--- config.mk ---
export PLATFORM = sky130hd
export DESIGN_NAME = dtc_device_flat
export DESIGN_NICKNAME = d
export VERILOG_FILES = /design/src/hdl/dtc_pkg.sv /design/src/hdl/dtc_if.sv /design/src/hdl/dtc_device.sv /design/src/hdl/dtc_ramp.sv /design/src/flat_wrapper.sv
export VERILOG_INCLUDE_DIRS = /design/src /design/src/hdl
export SDC_FILE = /design/constraint.sdc
export NUM_CORES = 1
export LEC_CHECK = 0
export ABC_AREA = 1
export BUFFER_PORTS_ARGS = -buffer_cell sky130_fd_sc_hd__clkbuf_2
export CORE_ASPECT_RATIO = 1.5
export CORE_UTILIZATION = 60
export CTS_CLUSTER_DIAMETER = 200
export DETAILED_ROUTE_END_ITERATION = 6
export PLACE_DENSITY = 0.83
export SLEW_MARGIN = 10
export SYNTH_ARGS = -nofsm -noshare
export SYNTH_HDL_FRONTEND = slang
export SYNTH_SLANG_ARGS = --single-unit
--- constraint.sdc ---
create_clock -name clk -period 8.75 [get_ports clk]
set_clock_uncertainty 0.05 [all_clocks]
set_input_delay 1.75 -clock clk [delete_from_list [all_inputs] [get_ports clk]]
set_output_delay 1.75 -clock clk [all_outputs]
set_load 0.05 [all_outputs]
--- src/hdl/dtc_defines.svh ---
`ifndef DTC_DEFINES_SVH
`define DTC_DEFINES_SVH
// ----------------------------------------
// parameter channel fields
// ----------------------------------------
`define DTC_RC_LSB        12
`define DTC_PN_MSB        10
`define DTC_PAGE_LSB      8
`define DTC_DO_LSB        10
`define DTC_DO_VALUE      6'h3F
`define DTC_RC_NONE       4'h0
`define DTC_RC_READ       4'h6
`define DTC_RC_WRITE      4'h7
`define DTC_RC_ACK        4'h1
`define DTC_RC_ERR        4'h8
`define DTC_PN_MAXFIELD   16'h07CF
// ----------------------------------------
// device parameter numbers and resets
// ----------------------------------------
`define DTC_PN_ON_SRC     16'h0348
`define DTC_PN_RAMP_UP    16'h0460
`define DTC_PN_RAMP_DN    16'h0461
`define DTC_PN_FAST_DN    16'h046F
`define DTC_PN_PD_LEN     16'h07E6
`define DTC_RST_UP_STEP   16'h0010
`define DTC_RST_DN_STEP   16'h0010
`define DTC_RST_FAST_STEP 16'h0040
`define DTC_RST_PD_LEN    16'h0002
`define DTC_PD_LEN_CW2    16'h0004
// ----------------------------------------
// control word bits
// ----------------------------------------
`define DTC_CB_ON         0
`define DTC_CB_NOCOAST    1
`define DTC_CB_NOFAST     2
`define DTC_CB_ENOP       3
`define DTC_CB_RFG_EN     4
`define DTC_CB_RFG_RUN    5
`define DTC_CB_SP_EN      6
`define DTC_CB_ACK        7
`define DTC_CB_PLC        10
`define DTC_CB_REV        11
`define DTC_CB_MOP_UP     13
`define DTC_CB_MOP_DN     14
`define DTC_CW_USED_MASK  16'h6CFF
// ----------------------------------------
// controller register map (apb)
// ----------------------------------------
`define DTC_A_PNUM        8'h00
`define DTC_A_CODE        8'h04
`define DTC_A_VALH        8'h08
`define DTC_A_VALL        8'h0C
`define DTC_A_PD0         8'h10
`define DTC_A_GO          8'h20
`define DTC_A_RSP0        8'h24
`define DTC_A_PDRS        8'h34
`endif

--- src/hdl/dtc_pkg.sv ---
package dtc_pkg;
  // ----------------------------------------
  // types
  // ----------------------------------------
  typedef logic [3:0][15:0] dtc_words_t;
  typedef logic [1:0][15:0] dtc_pair_t;
  typedef enum logic [2:0] {
    ST_INHIBIT, ST_READY_ON, ST_READY, ST_RUN, ST_RAMPDN, ST_FASTSTOP,
    ST_FAULT
  } dtc_state_t;

  // ----------------------------------------
  // number range offsets and page codes
  // ----------------------------------------
  localparam logic [15:0] PN_OFFSET [9] = '{16'h0000, 16'h07D0, 16'h1770,
    16'h1F40, 16'h2710, 16'h4E20, 16'h6D60, 16'h7530, 16'hEA60};
  localparam logic [7:0]  PN_PAGE   [9] = '{8'h00, 8'h80, 8'h90, 8'h20,
    8'hA0, 8'h50, 8'h70, 8'hF0, 8'h74};

  // full number to {page, field}
  function automatic logic [23:0] dtc_encode(input logic [15:0] num);
    logic [23:0] r;
    r = {PN_PAGE[0], num};
    for (int i = 1; i < 9; i++) begin
      if (num >= PN_OFFSET[i]) begin
        r = {PN_PAGE[i], num - PN_OFFSET[i]};
      end
    end
    return r;
  endfunction : dtc_encode

  // {page, field} to {known page, full number}
  function automatic logic [16:0] dtc_decode(input logic [7:0] page,
                                             input logic [10:0] field);
    logic [16:0] r;
    r = '0;
    for (int i = 0; i < 9; i++) begin
      if (page == PN_PAGE[i]) begin
        r = {1'b1, PN_OFFSET[i] + {5'h00, field}};
      end
    end
    return r;
  endfunction : dtc_decode
endpackage : dtc_pkg

--- src/hdl/dtc_if.sv ---
`timescale 1ns/1ps
interface dtc_if import dtc_pkg::*; ();
  logic       reqValid;
  logic       reqReady;
  dtc_words_t parWord;
  dtc_words_t pdWord;
  logic       rspValid;
  dtc_words_t parRsp;
  dtc_pair_t  pdRsp;

  modport dev (input reqValid, parWord, pdWord,
               output reqReady, rspValid, parRsp, pdRsp);
  modport ctl (output reqValid, parWord, pdWord,
               input reqReady, rspValid, parRsp, pdRsp);
endinterface : dtc_if

--- src/hdl/dtc_device.sv ---
`timescale 1ns/1ps
`include "dtc_defines.svh"
// Functional notes
// RULE1: request code in top nibble, 7 writes
// RULE2: low eleven bits hold parameter number
// RULE3: second word high byte is page index
// RULE4: second word low byte is subindex
// RULE5: connector third word is source number
// RULE6: connector bits 10-15 drive object 63
// RULE7: connector bits 0-9 index or bit
// RULE8: control, setpoint in; status, actual out
// RULE9: second control word needs length four
// RULE10: on low ramps down, then drive off
// RULE11: on rising enters ready, runs if enabled
// RULE12: coast bit low cuts drive at once
// RULE13: fast stop bit low uses fast ramp
// RULE14: enable bit low cancels pulses immediately; code: only in run with on and fast stop bits high, ramp-downs keep pulses
// RULE15: generator enable low forces zero output
// RULE16: generator run low freezes output; code freezes in run only, ramp-down and fast stop keep ramping
// RULE17: setpoint enable low brakes, high accelerates
// RULE18: acknowledge rising edge clears faults
// RULE19: plc bit low ignores process data
// RULE20: reverse bit inverts setpoint
// RULE21: motorized setpoint up and down bits
// RULE22: large numbers use offset and page
// RULE23: reserved control bits ignored
module dtc_device import dtc_pkg::*; #(
  parameter logic [15:0] MOP_STEP = 16'h0001
) (
  // clock and reset
  input  wire logic        clk,
  input  wire logic        rstn,
  // telegram link
  dtc_if.dev               bus,
  // drive side
  input  wire logic        faultIn,
  output logic             pulseEnable,
  output logic      [15:0] speedOut,
  output logic      [15:0] secondCtl,
  output logic      [15:0] mopValue
);
  typedef struct packed {
    dtc_state_t  st;
    logic        rdy;
    logic        pulses;
    logic        fault;
    logic [15:0] cw;
    logic [15:0] cw2;
    logic [15:0] setpt;
    logic [15:0] motorized_setpoint;
    logic [15:0] onSrc;
    logic [9:0]  onIdx;
    logic [7:0]  onSub;
    logic [15:0] upStep;
    logic [15:0] dnStep;
    logic [15:0] fastStep;
    logic [15:0] pdLen;
    logic        rspValid;
    dtc_words_t  parRsp;
    dtc_pair_t   pdRsp;
  } dtc_dev_st_t;

  dtc_dev_st_t q, next_q;
  logic [15:0] rampVal;
  logic [15:0] target;
  logic [15:0] dnSel;
  logic        rampZero;
  logic        rampHold;
  logic [3:0]  code;
  logic [16:0] dec;
  logic [15:0] num;
  logic [15:0] rdVal;
  logic        known;
  logic        err;
  logic        onRise;
  logic        ackRise;
  logic [15:0] status;

  // ----------------------------------------
  // ramp generator
  // ----------------------------------------
  always_comb begin
    rampZero = !q.cw[`DTC_CB_RFG_EN] || !q.pulses;             // [RULE15]
    rampHold = !q.cw[`DTC_CB_RFG_RUN] && q.st == ST_RUN;       // [RULE16]
    target   = q.setpt + q.motorized_setpoint;
    if (q.cw[`DTC_CB_REV]) begin
      target = -target;                                        // [RULE20]
    end
    if (q.st != ST_RUN || !q.cw[`DTC_CB_SP_EN]) begin
      target = '0;                                             // [RULE17]
    end
    dnSel = (q.st == ST_FASTSTOP) ? q.fastStep : q.dnStep;     // [RULE13]
  end

  dtc_ramp #(.W(16)) dtc_ramp_i (
    .clk    (clk),
    .rstn   (rstn),
    .zero   (rampZero),
    .hold   (rampHold),
    .target (target),
    .upStep (q.upStep),
    .dnStep (dnSel),
    .value  (rampVal)
  );

  // ----------------------------------------
  // status word
  // ----------------------------------------
  always_comb begin
    status     = '0;
    status[0]  = q.st == ST_READY_ON;
    status[1]  = q.st == ST_READY || q.pulses;
    status[2]  = q.st == ST_RUN;
    status[3]  = q.fault;
    status[4]  = q.cw[`DTC_CB_NOCOAST];
    status[5]  = q.cw[`DTC_CB_NOFAST];
    status[6]  = q.st == ST_INHIBIT;
    status[14] = !rampVal[15] && rampVal != '0;
  end

  // ----------------------------------------
  // telegram decode and drive control
  // ----------------------------------------
  always_comb begin
    next_q          = q;
    next_q.rdy      = 1'b1;
    next_q.rspValid = 1'b0;
    code  = bus.parWord[0][15:`DTC_RC_LSB];                      // [RULE1]
    dec   = dtc_decode(bus.parWord[1][15:`DTC_PAGE_LSB],
                       bus.parWord[0][`DTC_PN_MSB:0]);   // [RULE2] [RULE3] [RULE22]
    num   = dec[15:0];
    known = dec[16];
    rdVal = '0;
    err   = 1'b0;
    if (bus.reqValid && q.rdy) begin
      if (bus.pdWord[0][`DTC_CB_PLC]) begin                      // [RULE19]
        next_q.cw    = bus.pdWord[0] & `DTC_CW_USED_MASK;  // [RULE8] [RULE23]
        next_q.setpt = bus.pdWord[1];                            // [RULE8]
        if (q.pdLen >= `DTC_PD_LEN_CW2) begin
          next_q.cw2 = bus.pdWord[2];                            // [RULE9]
        end
        if (next_q.cw[`DTC_CB_MOP_UP]) begin
          next_q.motorized_setpoint = q.motorized_setpoint + MOP_STEP;                         // [RULE21]
        end else if (next_q.cw[`DTC_CB_MOP_DN]) begin
          next_q.motorized_setpoint = q.motorized_setpoint - MOP_STEP;                         // [RULE21]
        end
      end
      case (num)
        `DTC_PN_ON_SRC:  rdVal = q.onSrc;
        `DTC_PN_RAMP_UP: rdVal = q.upStep;
        `DTC_PN_RAMP_DN: rdVal = q.dnStep;
        `DTC_PN_FAST_DN: rdVal = q.fastStep;
        `DTC_PN_PD_LEN:  rdVal = q.pdLen;
        default:         err   = 1'b1;
      endcase
      err = err || !known;
      if (code == `DTC_RC_WRITE && !err) begin                   // [RULE1]
        case (num)
          `DTC_PN_ON_SRC: begin
            err = bus.parWord[3][15:`DTC_DO_LSB] != `DTC_DO_VALUE; // [RULE6]
            if (!err) begin
              next_q.onSrc = bus.parWord[2];                     // [RULE5]
              next_q.onIdx = bus.parWord[3][`DTC_DO_LSB-1:0];    // [RULE7]
              next_q.onSub = bus.parWord[1][7:0];                // [RULE4]
            end
          end
          `DTC_PN_RAMP_UP: next_q.upStep   = bus.parWord[3];
          `DTC_PN_RAMP_DN: next_q.dnStep   = bus.parWord[3];
          `DTC_PN_FAST_DN: next_q.fastStep = bus.parWord[3];
          `DTC_PN_PD_LEN:  next_q.pdLen    = bus.parWord[3];
          default:         err = 1'b1;
        endcase
      end else if (code != `DTC_RC_READ) begin
        err = code != `DTC_RC_NONE;
      end
      next_q.rspValid  = 1'b1;
      next_q.parRsp[0] = {(code == `DTC_RC_NONE) ? `DTC_RC_NONE :
                          err ? `DTC_RC_ERR : `DTC_RC_ACK,
                          bus.parWord[0][11:0]};
      next_q.parRsp[1] = bus.parWord[1];
      next_q.parRsp[2] = (num == `DTC_PN_ON_SRC) ? q.onSrc : 16'h0000;
      next_q.parRsp[3] = (num == `DTC_PN_ON_SRC) ?
                         {`DTC_DO_VALUE, q.onIdx} : rdVal;
      next_q.pdRsp     = {rampVal, status};                      // [RULE8]
    end
    onRise  = next_q.cw[`DTC_CB_ON] && !q.cw[`DTC_CB_ON];
    ackRise = next_q.cw[`DTC_CB_ACK] && !q.cw[`DTC_CB_ACK];
    case (q.st)
      ST_FAULT: begin
        if (ackRise) begin
          next_q.fault = 1'b0;                                   // [RULE18]
          next_q.st    = ST_INHIBIT;                             // [RULE18]
        end
      end
      ST_INHIBIT: begin
        if (!next_q.cw[`DTC_CB_ON] && next_q.cw[`DTC_CB_NOCOAST] &&
            next_q.cw[`DTC_CB_NOFAST]) begin
          next_q.st = ST_READY_ON;
        end
      end
      ST_READY_ON: begin
        if (onRise) begin
          next_q.st = next_q.cw[`DTC_CB_ENOP] ? ST_RUN : ST_READY; // [RULE11]
        end
      end
      ST_READY: begin
        if (!next_q.cw[`DTC_CB_ON]) begin
          next_q.st = ST_READY_ON;
        end else if (next_q.cw[`DTC_CB_ENOP]) begin
          next_q.st = ST_RUN;                                    // [RULE14]
        end
      end
      ST_RUN: begin
        if (!next_q.cw[`DTC_CB_NOFAST]) begin
          next_q.st = ST_FASTSTOP;                               // [RULE13]
        end else if (!next_q.cw[`DTC_CB_ON]) begin
          next_q.st = ST_RAMPDN;                                 // [RULE10]
        end else if (!next_q.cw[`DTC_CB_ENOP]) begin
          next_q.st = ST_READY;                                  // [RULE14]
        end
      end
      ST_RAMPDN: begin
        if (!next_q.cw[`DTC_CB_NOFAST]) begin
          next_q.st = ST_FASTSTOP;
        end else if (onRise) begin
          next_q.st = ST_RUN;
        end else if (rampVal == '0) begin
          next_q.st = ST_READY_ON;                               // [RULE10]
        end
      end
      ST_FASTSTOP: begin
        if (rampVal == '0) begin
          next_q.st = ST_INHIBIT;                                // [RULE13]
        end
      end
      default: next_q.st = ST_INHIBIT;
    endcase
    if (!next_q.cw[`DTC_CB_NOCOAST] && next_q.st != ST_FAULT) begin
      next_q.st = ST_INHIBIT;                                    // [RULE12]
    end
    if (faultIn) begin
      next_q.fault = 1'b1;
      next_q.st    = ST_FAULT;
    end
    next_q.pulses = next_q.st == ST_RUN || next_q.st == ST_RAMPDN ||
                    next_q.st == ST_FASTSTOP;        // [RULE12] [RULE14]
  end

  always_ff @(posedge clk) begin
    if (!rstn) begin
      q          <= '0;
      q.st       <= ST_INHIBIT;
      q.cw       <= 16'h0006;
      q.upStep   <= `DTC_RST_UP_STEP;
      q.dnStep   <= `DTC_RST_DN_STEP;
      q.fastStep <= `DTC_RST_FAST_STEP;
      q.pdLen    <= `DTC_RST_PD_LEN;
    end else begin
      q <= next_q;
    end
  end

  assign bus.reqReady = q.rdy;
  assign bus.rspValid = q.rspValid;
  assign bus.parRsp   = q.parRsp;
  assign bus.pdRsp    = q.pdRsp;
  assign pulseEnable  = q.pulses;
  assign speedOut     = rampVal;
  assign secondCtl    = q.cw2;
  assign mopValue     = q.motorized_setpoint;
endmodule : dtc_device

--- src/hdl/dtc_ramp.sv ---
`timescale 1ns/1ps
module dtc_ramp #(
  parameter int W = 16
) (
  // clock and reset
  input  wire logic         clk,
  input  wire logic         rstn,
  // control
  input  wire logic         zero,
  input  wire logic         hold,
  input  wire logic [W-1:0] target,
  input  wire logic [W-1:0] upStep,
  input  wire logic [W-1:0] dnStep,
  // output
  output logic      [W-1:0] value
);
  typedef struct packed {
    logic [W-1:0] val;
  } dtc_ramp_st_t;

  dtc_ramp_st_t q, next_q;
  logic signed [W:0] diff;

  always_comb begin
    next_q = q;
    diff   = $signed({target[W-1], target}) - $signed({q.val[W-1], q.val});
    if (zero) begin
      next_q.val = '0;
    end else if (!hold) begin
      // step toward target, magnitude up or down by direction
      if (diff > $signed({1'b0, upStep}) &&
          !q.val[W-1] && !target[W-1]) begin
        next_q.val = q.val + upStep;
      end else if (diff < -$signed({1'b0, dnStep}) &&
                   !q.val[W-1]) begin
        next_q.val = q.val - dnStep;
      end else if (diff < -$signed({1'b0, upStep})) begin
        next_q.val = q.val - upStep;
      end else if (diff > $signed({1'b0, dnStep})) begin
        next_q.val = q.val + dnStep;
      end else begin
        next_q.val = target;
      end
    end
  end

  always_ff @(posedge clk) begin
    if (!rstn) begin
      q <= '0;
    end else begin
      q <= next_q;
    end
  end

  assign value = q.val;
endmodule : dtc_ramp

--- src/flat_wrapper.sv ---
// flat-port wrapper written by rule: the top's interface ports become plain ports
module dtc_device_flat import dtc_pkg::*;
#(
  parameter logic [15:0] MOP_STEP = 16'h0001
)
  (clk, rstn, faultIn, pulseEnable, speedOut, secondCtl, mopValue, bus_reqValid, bus_parWord, bus_pdWord, bus_reqReady, bus_rspValid, bus_parRsp, bus_pdRsp);
  dtc_if bus_i ();
  input  wire logic clk;
  input  wire logic rstn;
  input  wire logic faultIn;
  output logic pulseEnable;
  output logic      [15:0] speedOut;
  output logic      [15:0] secondCtl;
  output logic      [15:0] mopValue;
  input wire logic [$bits(bus_i.reqValid)-1:0] bus_reqValid;
  input wire logic [$bits(bus_i.parWord)-1:0] bus_parWord;
  input wire logic [$bits(bus_i.pdWord)-1:0] bus_pdWord;
  output wire logic [$bits(bus_i.reqReady)-1:0] bus_reqReady;
  output wire logic [$bits(bus_i.rspValid)-1:0] bus_rspValid;
  output wire logic [$bits(bus_i.parRsp)-1:0] bus_parRsp;
  output wire logic [$bits(bus_i.pdRsp)-1:0] bus_pdRsp;
  assign bus_i.reqValid = bus_reqValid;
  assign bus_i.parWord = bus_parWord;
  assign bus_i.pdWord = bus_pdWord;
  assign bus_reqReady = bus_i.reqReady;
  assign bus_rspValid = bus_i.rspValid;
  assign bus_parRsp = bus_i.parRsp;
  assign bus_pdRsp = bus_i.pdRsp;
  dtc_device #(.MOP_STEP(MOP_STEP)) u_core (.clk(clk), .rstn(rstn), .bus(bus_i), .faultIn(faultIn), .pulseEnable(pulseEnable), .speedOut(speedOut), .secondCtl(secondCtl), .mopValue(mopValue));
endmodule
==> flow_results.org, run 1 <==
** Synth
- Sequential cell area fraction in the yosys report :: 24.4%
- After synthesis, the largest family of logic cells by area is simple AND/OR/NAND/NOR gates.
- Count of warnings emitted by yosys :: 0
- Summing every instance area after synthesis gives 0.0210 mm2.
- Post-Synth XOR/XNOR Area :: 5.13%
- The synthesized netlist devotes 16.2% of its cell area to compound gates.
- The number of different library cells used by synthesis comes to 57.
- A synthesized cell averages 6.48 um2.
- Of all flip-flops after synthesis, the portion carrying an async set or reset was 0%.
- After synthesis the netlist holds a flip-flop and latch count of 256.
- In this run, synthesis inferred 0 flip-flops with an integrated enable.
- Most common flop cell mapped by yosys :: sky130_fd_sc_hd__dfxtp_1
- Multiplexer area fraction after synthesis :: 0.0954%
- In the synthesized netlist, the number of instances is 3,240.
- Adder-cell share of the synthesized area :: 11.5%
- Summing the areas of all and, or, nand and nor instances in the mapped netlist gives 28.3% of the synthesized area.

** Flow run
- Across the run, the number of max-cap violations was 0.

** Min path
- Min-Delay Path Depth :: 2
- Hold/Removal Path Class :: reg2reg
- The worst hold path begins at u_core.q[247]$_SDFFE_PN0P_.

** Clocking
- In this run, post-CTS repair resized a total of 0 instances.
- Counting along the longest clock path gives a buffer depth of 3.
- After clock tree synthesis, the setup repair step added 0 buffers.
- In this run the number of H-tree levels came out at 1.
- The tree built by TritonCTS fans out to 256 sinks.
- TritonCTS created 26 clock buffers.
- Clock Latency Late Sink :: 0.55 ns
- After clock tree synthesis, the flow added hold-fix buffers numbering 0.
- The root buffer cell chosen for the clock tree is sky130_fd_sc_hd__clkbuf_16.
- After clock tree synthesis, the clock-pin slew on the worst setup and hold paths is 0.07 ns.
- TritonCTS built the clock tree.

** Layout
- After filler insertion, the fill cell instance count of the layout stands at 3,215.
- Area occupied by multi-input gates :: 0.0129 mm2
- Compared with the post-synthesis result, the final layout area differs by 6.15%.
- Across the whole layout, storage elements account for 0.00512 mm2.
- 0 antenna diodes ended up in the layout.
- The post-route netlist has 11.2% of its cells at a drive strength greater than 1.
- The library cell used most frequently in the layout, excluding fill and tap cells, is sky130_fd_sc_hd__nand2_1.
- After the last flow step, the layout net total stands at 3,610.
- Final cell count without fillers :: 3,777
- In the layout the commonest cells are sky130_fd_sc_hd__nand2_1 (730), sky130_fd_sc_hd__nor2_1 (375), sky130_fd_sc_hd__inv_1 (362), sky130_fd_sc_hd__a21oi_1 (283), sky130_fd_sc_hd__dfxtp_1 (256).

** Critical path
- Arrival @ worst endpoint :: 8.22 ns
- In this run the register-to-register setup slack is 0.97 ns.
- STA classifies the critical path startpoint as a flop.
- End point of the critical path :: u_core.dtc_ramp_i.value[12]$_SDFFE_PP0N_
- The cell that appears most often on the critical path is sky130_fd_sc_hd__nand2_1.
- Master of the slowest instance on the critical path :: sky130_fd_sc_hd__nor3_1
- Logic depth of the worst path, buffers included :: 40
- Among cell families on the critical path, the largest total delay comes from simple AND/OR/NAND/NOR gates.
- The endpoint identified for the worst register-to-register timing path is u_core.dtc_ramp_i.value[12]$_SDFFE_PP0N_.
- The startpoint identified for the worst register-to-register timing path is u_core.mopValue[0]$_SDFFE_PN0P_.
- The most critical setup path has its startpoint at u_core.mopValue[0]$_SDFFE_PN0P_.
- Worst path required time :: 9.19 ns
- Crit Path Max Fanout :: 16
- Type of the worst setup path :: reg2reg
- For the worst flop-to-flop path, the logic depth is 40.
- Sort of element at the end of the critical path :: flop
- Largest stage delay, worst path :: 0.59 ns
- Worst Path Buf+Inv :: 4

** Power and ir drop
- In this run the static leakage power is 11.9 nW.
- Worst IR drop on VDD :: 186 uV
- For this design the ratio of total power to cell area is 153 mW/mm2.

** Floorplan
- 279 I/O pins were placed.
- Standard-cell row count :: 83
- The core region is 0.0344 mm2.
- Overall die width :: 155 um
- The die is 231 um tall.
- Die area :: 0.0357 mm2
- Once the floorplan was initialized, standard cells occupied 61.0% of the core.

** Placed design
- Dpl hpwl :: 50,700 um
- Count of input and output buffers :: 248
- Routability-driven placement finished with a final weighted congestion of 0.999.
- Cell count after placement :: 3,729

** Global route
- For this run, the total global-route usage over all layers was measured as 36.5%.
- In the global route stage, met3 resource usage came out at 3.78%.
- Layer carrying the most global-route usage :: met2
- The first global-routing pass estimated 103,000 um of wire.
- Global routing used 64.9% of the available met2 tracks.
- Number of global-route vias before repair :: 20,135
- Entering global routing, the biggest net connects 94 pins.
- Number of antenna violations at the first check in global routing :: 0
- Global routing consumed, on the met1 layer, 41.0% of the routing resources.
- Global-route congestion overflow total :: 0

** Timing
- At the pin with the least slew margin, the transition time is 0.927 ns.
- Final min period :: 7.78 ns
- In this run the tightest slew margin relative to its limit is 38.2%.
- Number of endpoints with negative hold slack in the final report :: 0
- Slew Viols, Final :: 0
- Upper clock frequency limit :: 0.128 GHz
- Setup violations remaining at the end of the flow were counted as 0.
- Aggregate negative setup slack :: 0 ns
- Portion of the clock cycle consumed by the worst path in the final layout :: 89.0%
- RSZ-0062 raised after global routing :: no

** Detailed routing
- Routed Antenna Nets :: 0
- Routed wirelength normalized by instance count :: 17.6 um
- Drt initial violations :: 1,700
- Vias per std cell :: 5.67
- Detailed Route WL :: 66,300 um
- Vias :: 21,434
- The first detailed-routing pass took 6 iterations.
- For this run, design rule violations remaining after detail routing come to 0.

** Outcome
- The run finished with clean final reports.
## worst reg2reg max path: cells and delay by family, from the launching register on
kind | cells | cell delay, ns
simple gates | 20 | 3.36
fa+ha+maj | 5 | 1.48
compound gates | 10 | 1.48
xor+xnor | 1 | 0.55
flops | 1 | 0.45
buf+inv | 4 | 0.35
## synth_stat cells (all sizes together), types with 9 or more instances
master  instances  area share (%)
o31ai          12            0.43
nand3         135             3.5
xnor2          11            0.46
o21ai         255             6.1
clkbuf         70             1.3
nor2          389             7.3
inv           380             6.8
dfxtp         256              24
nor3           43             1.1
o211ai         16            0.57
o221ai          9            0.38
a31oi          10            0.30
nand2         741              13
nand4          64             2.1
nor4           11            0.33
buf           180             6.2
ha            181              11
xor2          112             4.7
a21oi         283             6.8
nand3b         10            0.36
o21bai         14            0.50
## kinds of logic (layout without fill, tap and decap cells)
| logic type | count (synthesis) | after routing |
|---|---|---|
| flops | 256 | 256 |
| compound gates | 631 | 631 |
| xor+xnor | 123 | 123 |
| buf+inv | 637 | 698 |
| other cells | 1 | 10 |
| mux | 2 | 2 |
| fa+ha+maj | 188 | 188 |
| simple gates | 1402 | 1402 |
## cell type report
class                      count  area share (%)
multi-input combinational   2356            57.8
tap                          467            2.62
sequential                   256            23.0
inverter                     387            6.54
clock buffer                  36            3.32
clock inverter                12           0.573
timing repair buffer         263            6.09
## registers in the layout (all words and copies together) (netlist names)
signal                   cells
u_core.bus.reqReady          1
u_core.pulseEnable           1
u_core.bus.rspValid          1
u_core.mopValue             16
u_core.bus.parRsp           62
u_core.q                   119
u_core.bus.pdRsp            24
u_core.secondCtl            16
u_core.dtc_ramp_i.value     16
## how the worst min path moves through the flow
stage,slack (ns),end
floorplan,0.38,u_core.q[133]$_SDFFE_PN1P_
global placement,0.39,u_core.q[133]$_SDFFE_PN1P_
detailed placement,0.40,u_core.q[133]$_SDFFE_PN1P_
CTS,0.41,u_core.q[137]$_SDFFE_PN0P_
global route,0.42,u_core.q[137]$_SDFFE_PN0P_
finish,0.41,u_core.q[247]$_SDFFE_PN0P_
## metal layers
layer	up-vias	part of all wire, %
li1	10483	-
met1	9880	38
met2	841	49
met3	230	6.2
met4	0	7.0
met5	-	0
## report_power, final
| part | internal [mW] | switching (mW) | leakage (nW) |
|---|---|---|---|
| registers | 1.19 | 0.0260 | 2.08 |
| logic | 0.301 | 0.736 | 9.36 |
| clock network | 0.654 | 0.498 | 0.427 |
## metrics by stage
stage                     util (%)  power [mW]  cell area (um2)  setup slack (ns)  hold WS, ns
after floorplan                  -        2.01            21000              2.85        0.379
after global placement        62.3        2.23            21400              1.45        0.388
after detailed placement      62.3        2.26            21400              1.24        0.397
after CTS                     64.8        3.40            22300              1.22        0.412
after global routing          64.8        3.57            22300             0.331        0.424
final                         64.8        3.41            22300             0.966        0.411
No activity file was read; power rests on OpenSTA's default activity.
==> run 2: changes to the inputs <==
--- a/config.mk
+++ b/config.mk
@@ -9,10 +9,10 @@
 export ABC_AREA = 1
 export BUFFER_PORTS_ARGS = -buffer_cell sky130_fd_sc_hd__clkbuf_2
 export CORE_ASPECT_RATIO = 1.5
-export CORE_UTILIZATION = 60
+export CORE_UTILIZATION = 40
 export CTS_CLUSTER_DIAMETER = 200
 export DETAILED_ROUTE_END_ITERATION = 6
-export PLACE_DENSITY = 0.83
+export REMOVE_ABC_BUFFERS = 1
 export SLEW_MARGIN = 10
 export SYNTH_ARGS = -nofsm -noshare
 export SYNTH_HDL_FRONTEND = slang
==> run 2 against run 1 <==
Compared with the run above: first-iteration DRC count fell by 41%; fmax rose by 4.3%; global-route usage fell by 12 points; worst setup slack improved by 0.32 ns; sequential share of layout area fell by 0.39 points; count of clock-buffer cells in the layout rose by 1; critical path type unchanged; largest cell class unchanged; largest power group is now the clock network.
==> flow_results.org, run 2 (synthesis gave the netlist of run 1 again) <==
** Outcome
- The flow ran to the end, and the final reports show no timing, DRC or antenna violations.

** Global route
- The via count of the first global-routing pass came to 19,524.
- Number of antenna violations at the first check in global routing :: 0
- Entering global routing, the biggest net connects 62 pins.
- The first global-routing pass estimated 103,000 um of wire.
- Global-route congestion overflow total :: 0
- Total global-route track usage :: 24.1%

** Detailed routing
- After detailed routing, the number of remaining DRC violations is 0.
- The final route contains 20,246 vias.
- Dividing the detail-routed via count by the number of cells gives 5.07.
- Drt initial violations :: 1,002
- Number of detailed-route iterations in the first pass :: 5
- Routed Antenna Nets :: 0
- For this block, the routed nets add up to 65,400 um of wire.
- Routed wirelength normalized by instance count :: 16.4 um

** Clocking
- After clock tree synthesis, the repair step resized 0 gates.
- Number of buffers inserted during clock tree synthesis :: 29
- Post-CTS timing repair inserted 0 buffers for setup.
- The later pin in the worst-skew pair is clocked with a latency of 0.59 ns.
- Number of H-tree levels :: 1
- CTS tree :: built
- Clock Sink Count :: 256
- Clock slew at reported path FFs :: 0.06 ns
- Hold bufs inserted after CTS :: 0
- Clock tree synthesis selected as its root buffer the cell sky130_fd_sc_hd__clkbuf_16.
- CTS Buffer Depth :: 3

** Critical path
- Counting cells, the worst reg-to-reg path comes to 40.
- Data on the critical path is required at its endpoint by 9.23 ns.
- Master of the slowest instance on the critical path :: sky130_fd_sc_hd__nor3_1
- Largest stage delay, worst path :: 0.53 ns
- Sort of element at the end of the critical path :: flop
- The setup check on the worst reg-to-reg path leaves a slack of 1.29 ns.
- Cell type with the highest occurrence count on the critical path :: sky130_fd_sc_hd__nand2_1
- Data arrives at the worst endpoint at 7.94 ns.
- The worst setup path is launched from a flop.
- Along the worst path, the maximum fanout reaches 28.
- By startpoint and endpoint, the worst setup path is classified as reg2reg.

** Layout
- Top reg by flops :: u_core.q
- Cells with a size suffix above 1 make up 11.5% of the layout.
- Area growth from synthesis to layout :: 7.99%
- The register with the most flip-flops in the layout has 119 of them.
- Commonest cells after routing, fill and taps aside :: sky130_fd_sc_hd__nand2_1 (730), sky130_fd_sc_hd__nor2_1 (375), sky130_fd_sc_hd__inv_1 (362), sky130_fd_sc_hd__a21oi_1 (283), sky130_fd_sc_hd__dfxtp_1 (256)
- The number of antenna diodes in the final layout is 0.
- Commonest non-fill, non-tap cell in the layout :: sky130_fd_sc_hd__nand2_1
- Layout net count :: 3,617

** Timing
- Portion of the clock cycle consumed by the worst path in the final layout :: 85.3%
- Setup violations remaining at the end of the flow were counted as 0.
- The worst path needs 7.46 ns of the cycle, external delays included.
- Worst slew margin :: 36.2%
- Setup total negative slack on the finished layout was measured at 0 ns.
- For the pin with the worst max-slew slack, the measured transition is 0.948 ns.
- Number of endpoints with negative hold slack in the final report :: 0
- Setup repair after global routing left no endpoint under its margin.
- The max-slew violation total from the final report is 0.
- Upper clock frequency limit :: 0.134 GHz

** Floorplan
- The floorplan step set the die width to 189 um.
- Measured along the y axis, the die boundary spans 282 um.
- The region available for standard cell placement spans 0.0517 mm2.
- I/O Pins :: 279
- Die area :: 0.0534 mm2
- Standard-cell row count :: 102
- Initial Util :: 40.6%

** Power and ir drop
- Static leakage :: 11.9 nW
- The worst-case IR drop observed on VDD is 153 uV.
- Cell Pwr Density :: 155 mW/mm2
- The completed layout was analyzed and its total power is 3.52 mW.

** Min path
- In this run the worst hold path is classified as reg2reg.
- Min-Delay Path Depth :: 2

** Placed design
- In this run the tool buffered the top-level ports with 248 buffer cells.
- Dpl hpwl :: 50,400 um
- At the end of routability-driven placement, the weighted congestion stood at 0.939.

** Flow run
- The tool flagged a number of max-cap violations equal to 0.
[run 2: area by class of cell]
type | instances | area [um2]
clock buffers | 37 | 806
clock inverters | 12 | 150
fillers | 5624 | 29000
inverters | 387 | 1460
multi-input cells | 2356 | 12900
flip-flops and latches | 256 | 5120
well taps | 676 | 846
repair buffers | 267 | 1390
[run 2: layer usage]
metal | wire, um | share of wire (%) | global-route usage, % | vias up
met5 | 0 | 0 | 0 | -
met4 | 3000 | 4.6 | 11.1 | 0
met3 | 2690 | 4.1 | 2.80 | 116
met2 | 33500 | 51 | 46.7 | 439
met1 | 26200 | 40 | 25.8 | 9199
li1 | - | - | - | 10492
[run 2: worst paths after layout]
| path | start | to |
|---|---|---|
| setup / recovery | u_core.mopValue[0]$_SDFFE_PN0P_ | u_core.dtc_ramp_i.value[12]$_SDFFE_PP0N_ |
| hold / removal | u_core.q[247]$_SDFFE_PN0P_ | u_core.q[247]$_SDFFE_PN0P_ |
| setup reg to reg | u_core.mopValue[0]$_SDFFE_PN0P_ | u_core.dtc_ramp_i.value[12]$_SDFFE_PP0N_ |
| hold reg to reg | u_core.q[247]$_SDFFE_PN0P_ | u_core.q[247]$_SDFFE_PN0P_ |
[run 2: critical path, delay by kind of cell, from the launching register on]
kind | cells | cell delay [ns]
flip-flops | 1 | 0.50
AND/OR/NAND/NOR | 20 | 3.22
buffers and inverters | 4 | 0.34
adder cells (fa/ha/maj) | 5 | 1.48
XOR/XNOR | 1 | 0.43
AO/OA/AOI/OAI | 10 | 1.37
[run 2: where the power goes]
part           leakage, nW  internal, mW  switching [mW]  total [mW]
sequential            2.08          1.19          0.0226        1.22
combinational         9.38         0.305           0.728        1.03
clock                0.464         0.733           0.535        1.27
total                 11.9          2.23            1.29        3.52
[run 2: metrics by stage]
stage	worst slack (ns)	hold slack [ns]	cell area [um2]	cells	utilization [%]
finish	1.29	0.404	22700	3991	43.8
global route	0.458	0.426	22700	3991	43.8
CTS	1.28	0.407	22700	3991	43.8
detailed placement	1.28	0.392	21700	3942	42.0
global placement	1.36	0.390	21700	3942	42.0
floorplan	2.34	0.379	19500	2999	-
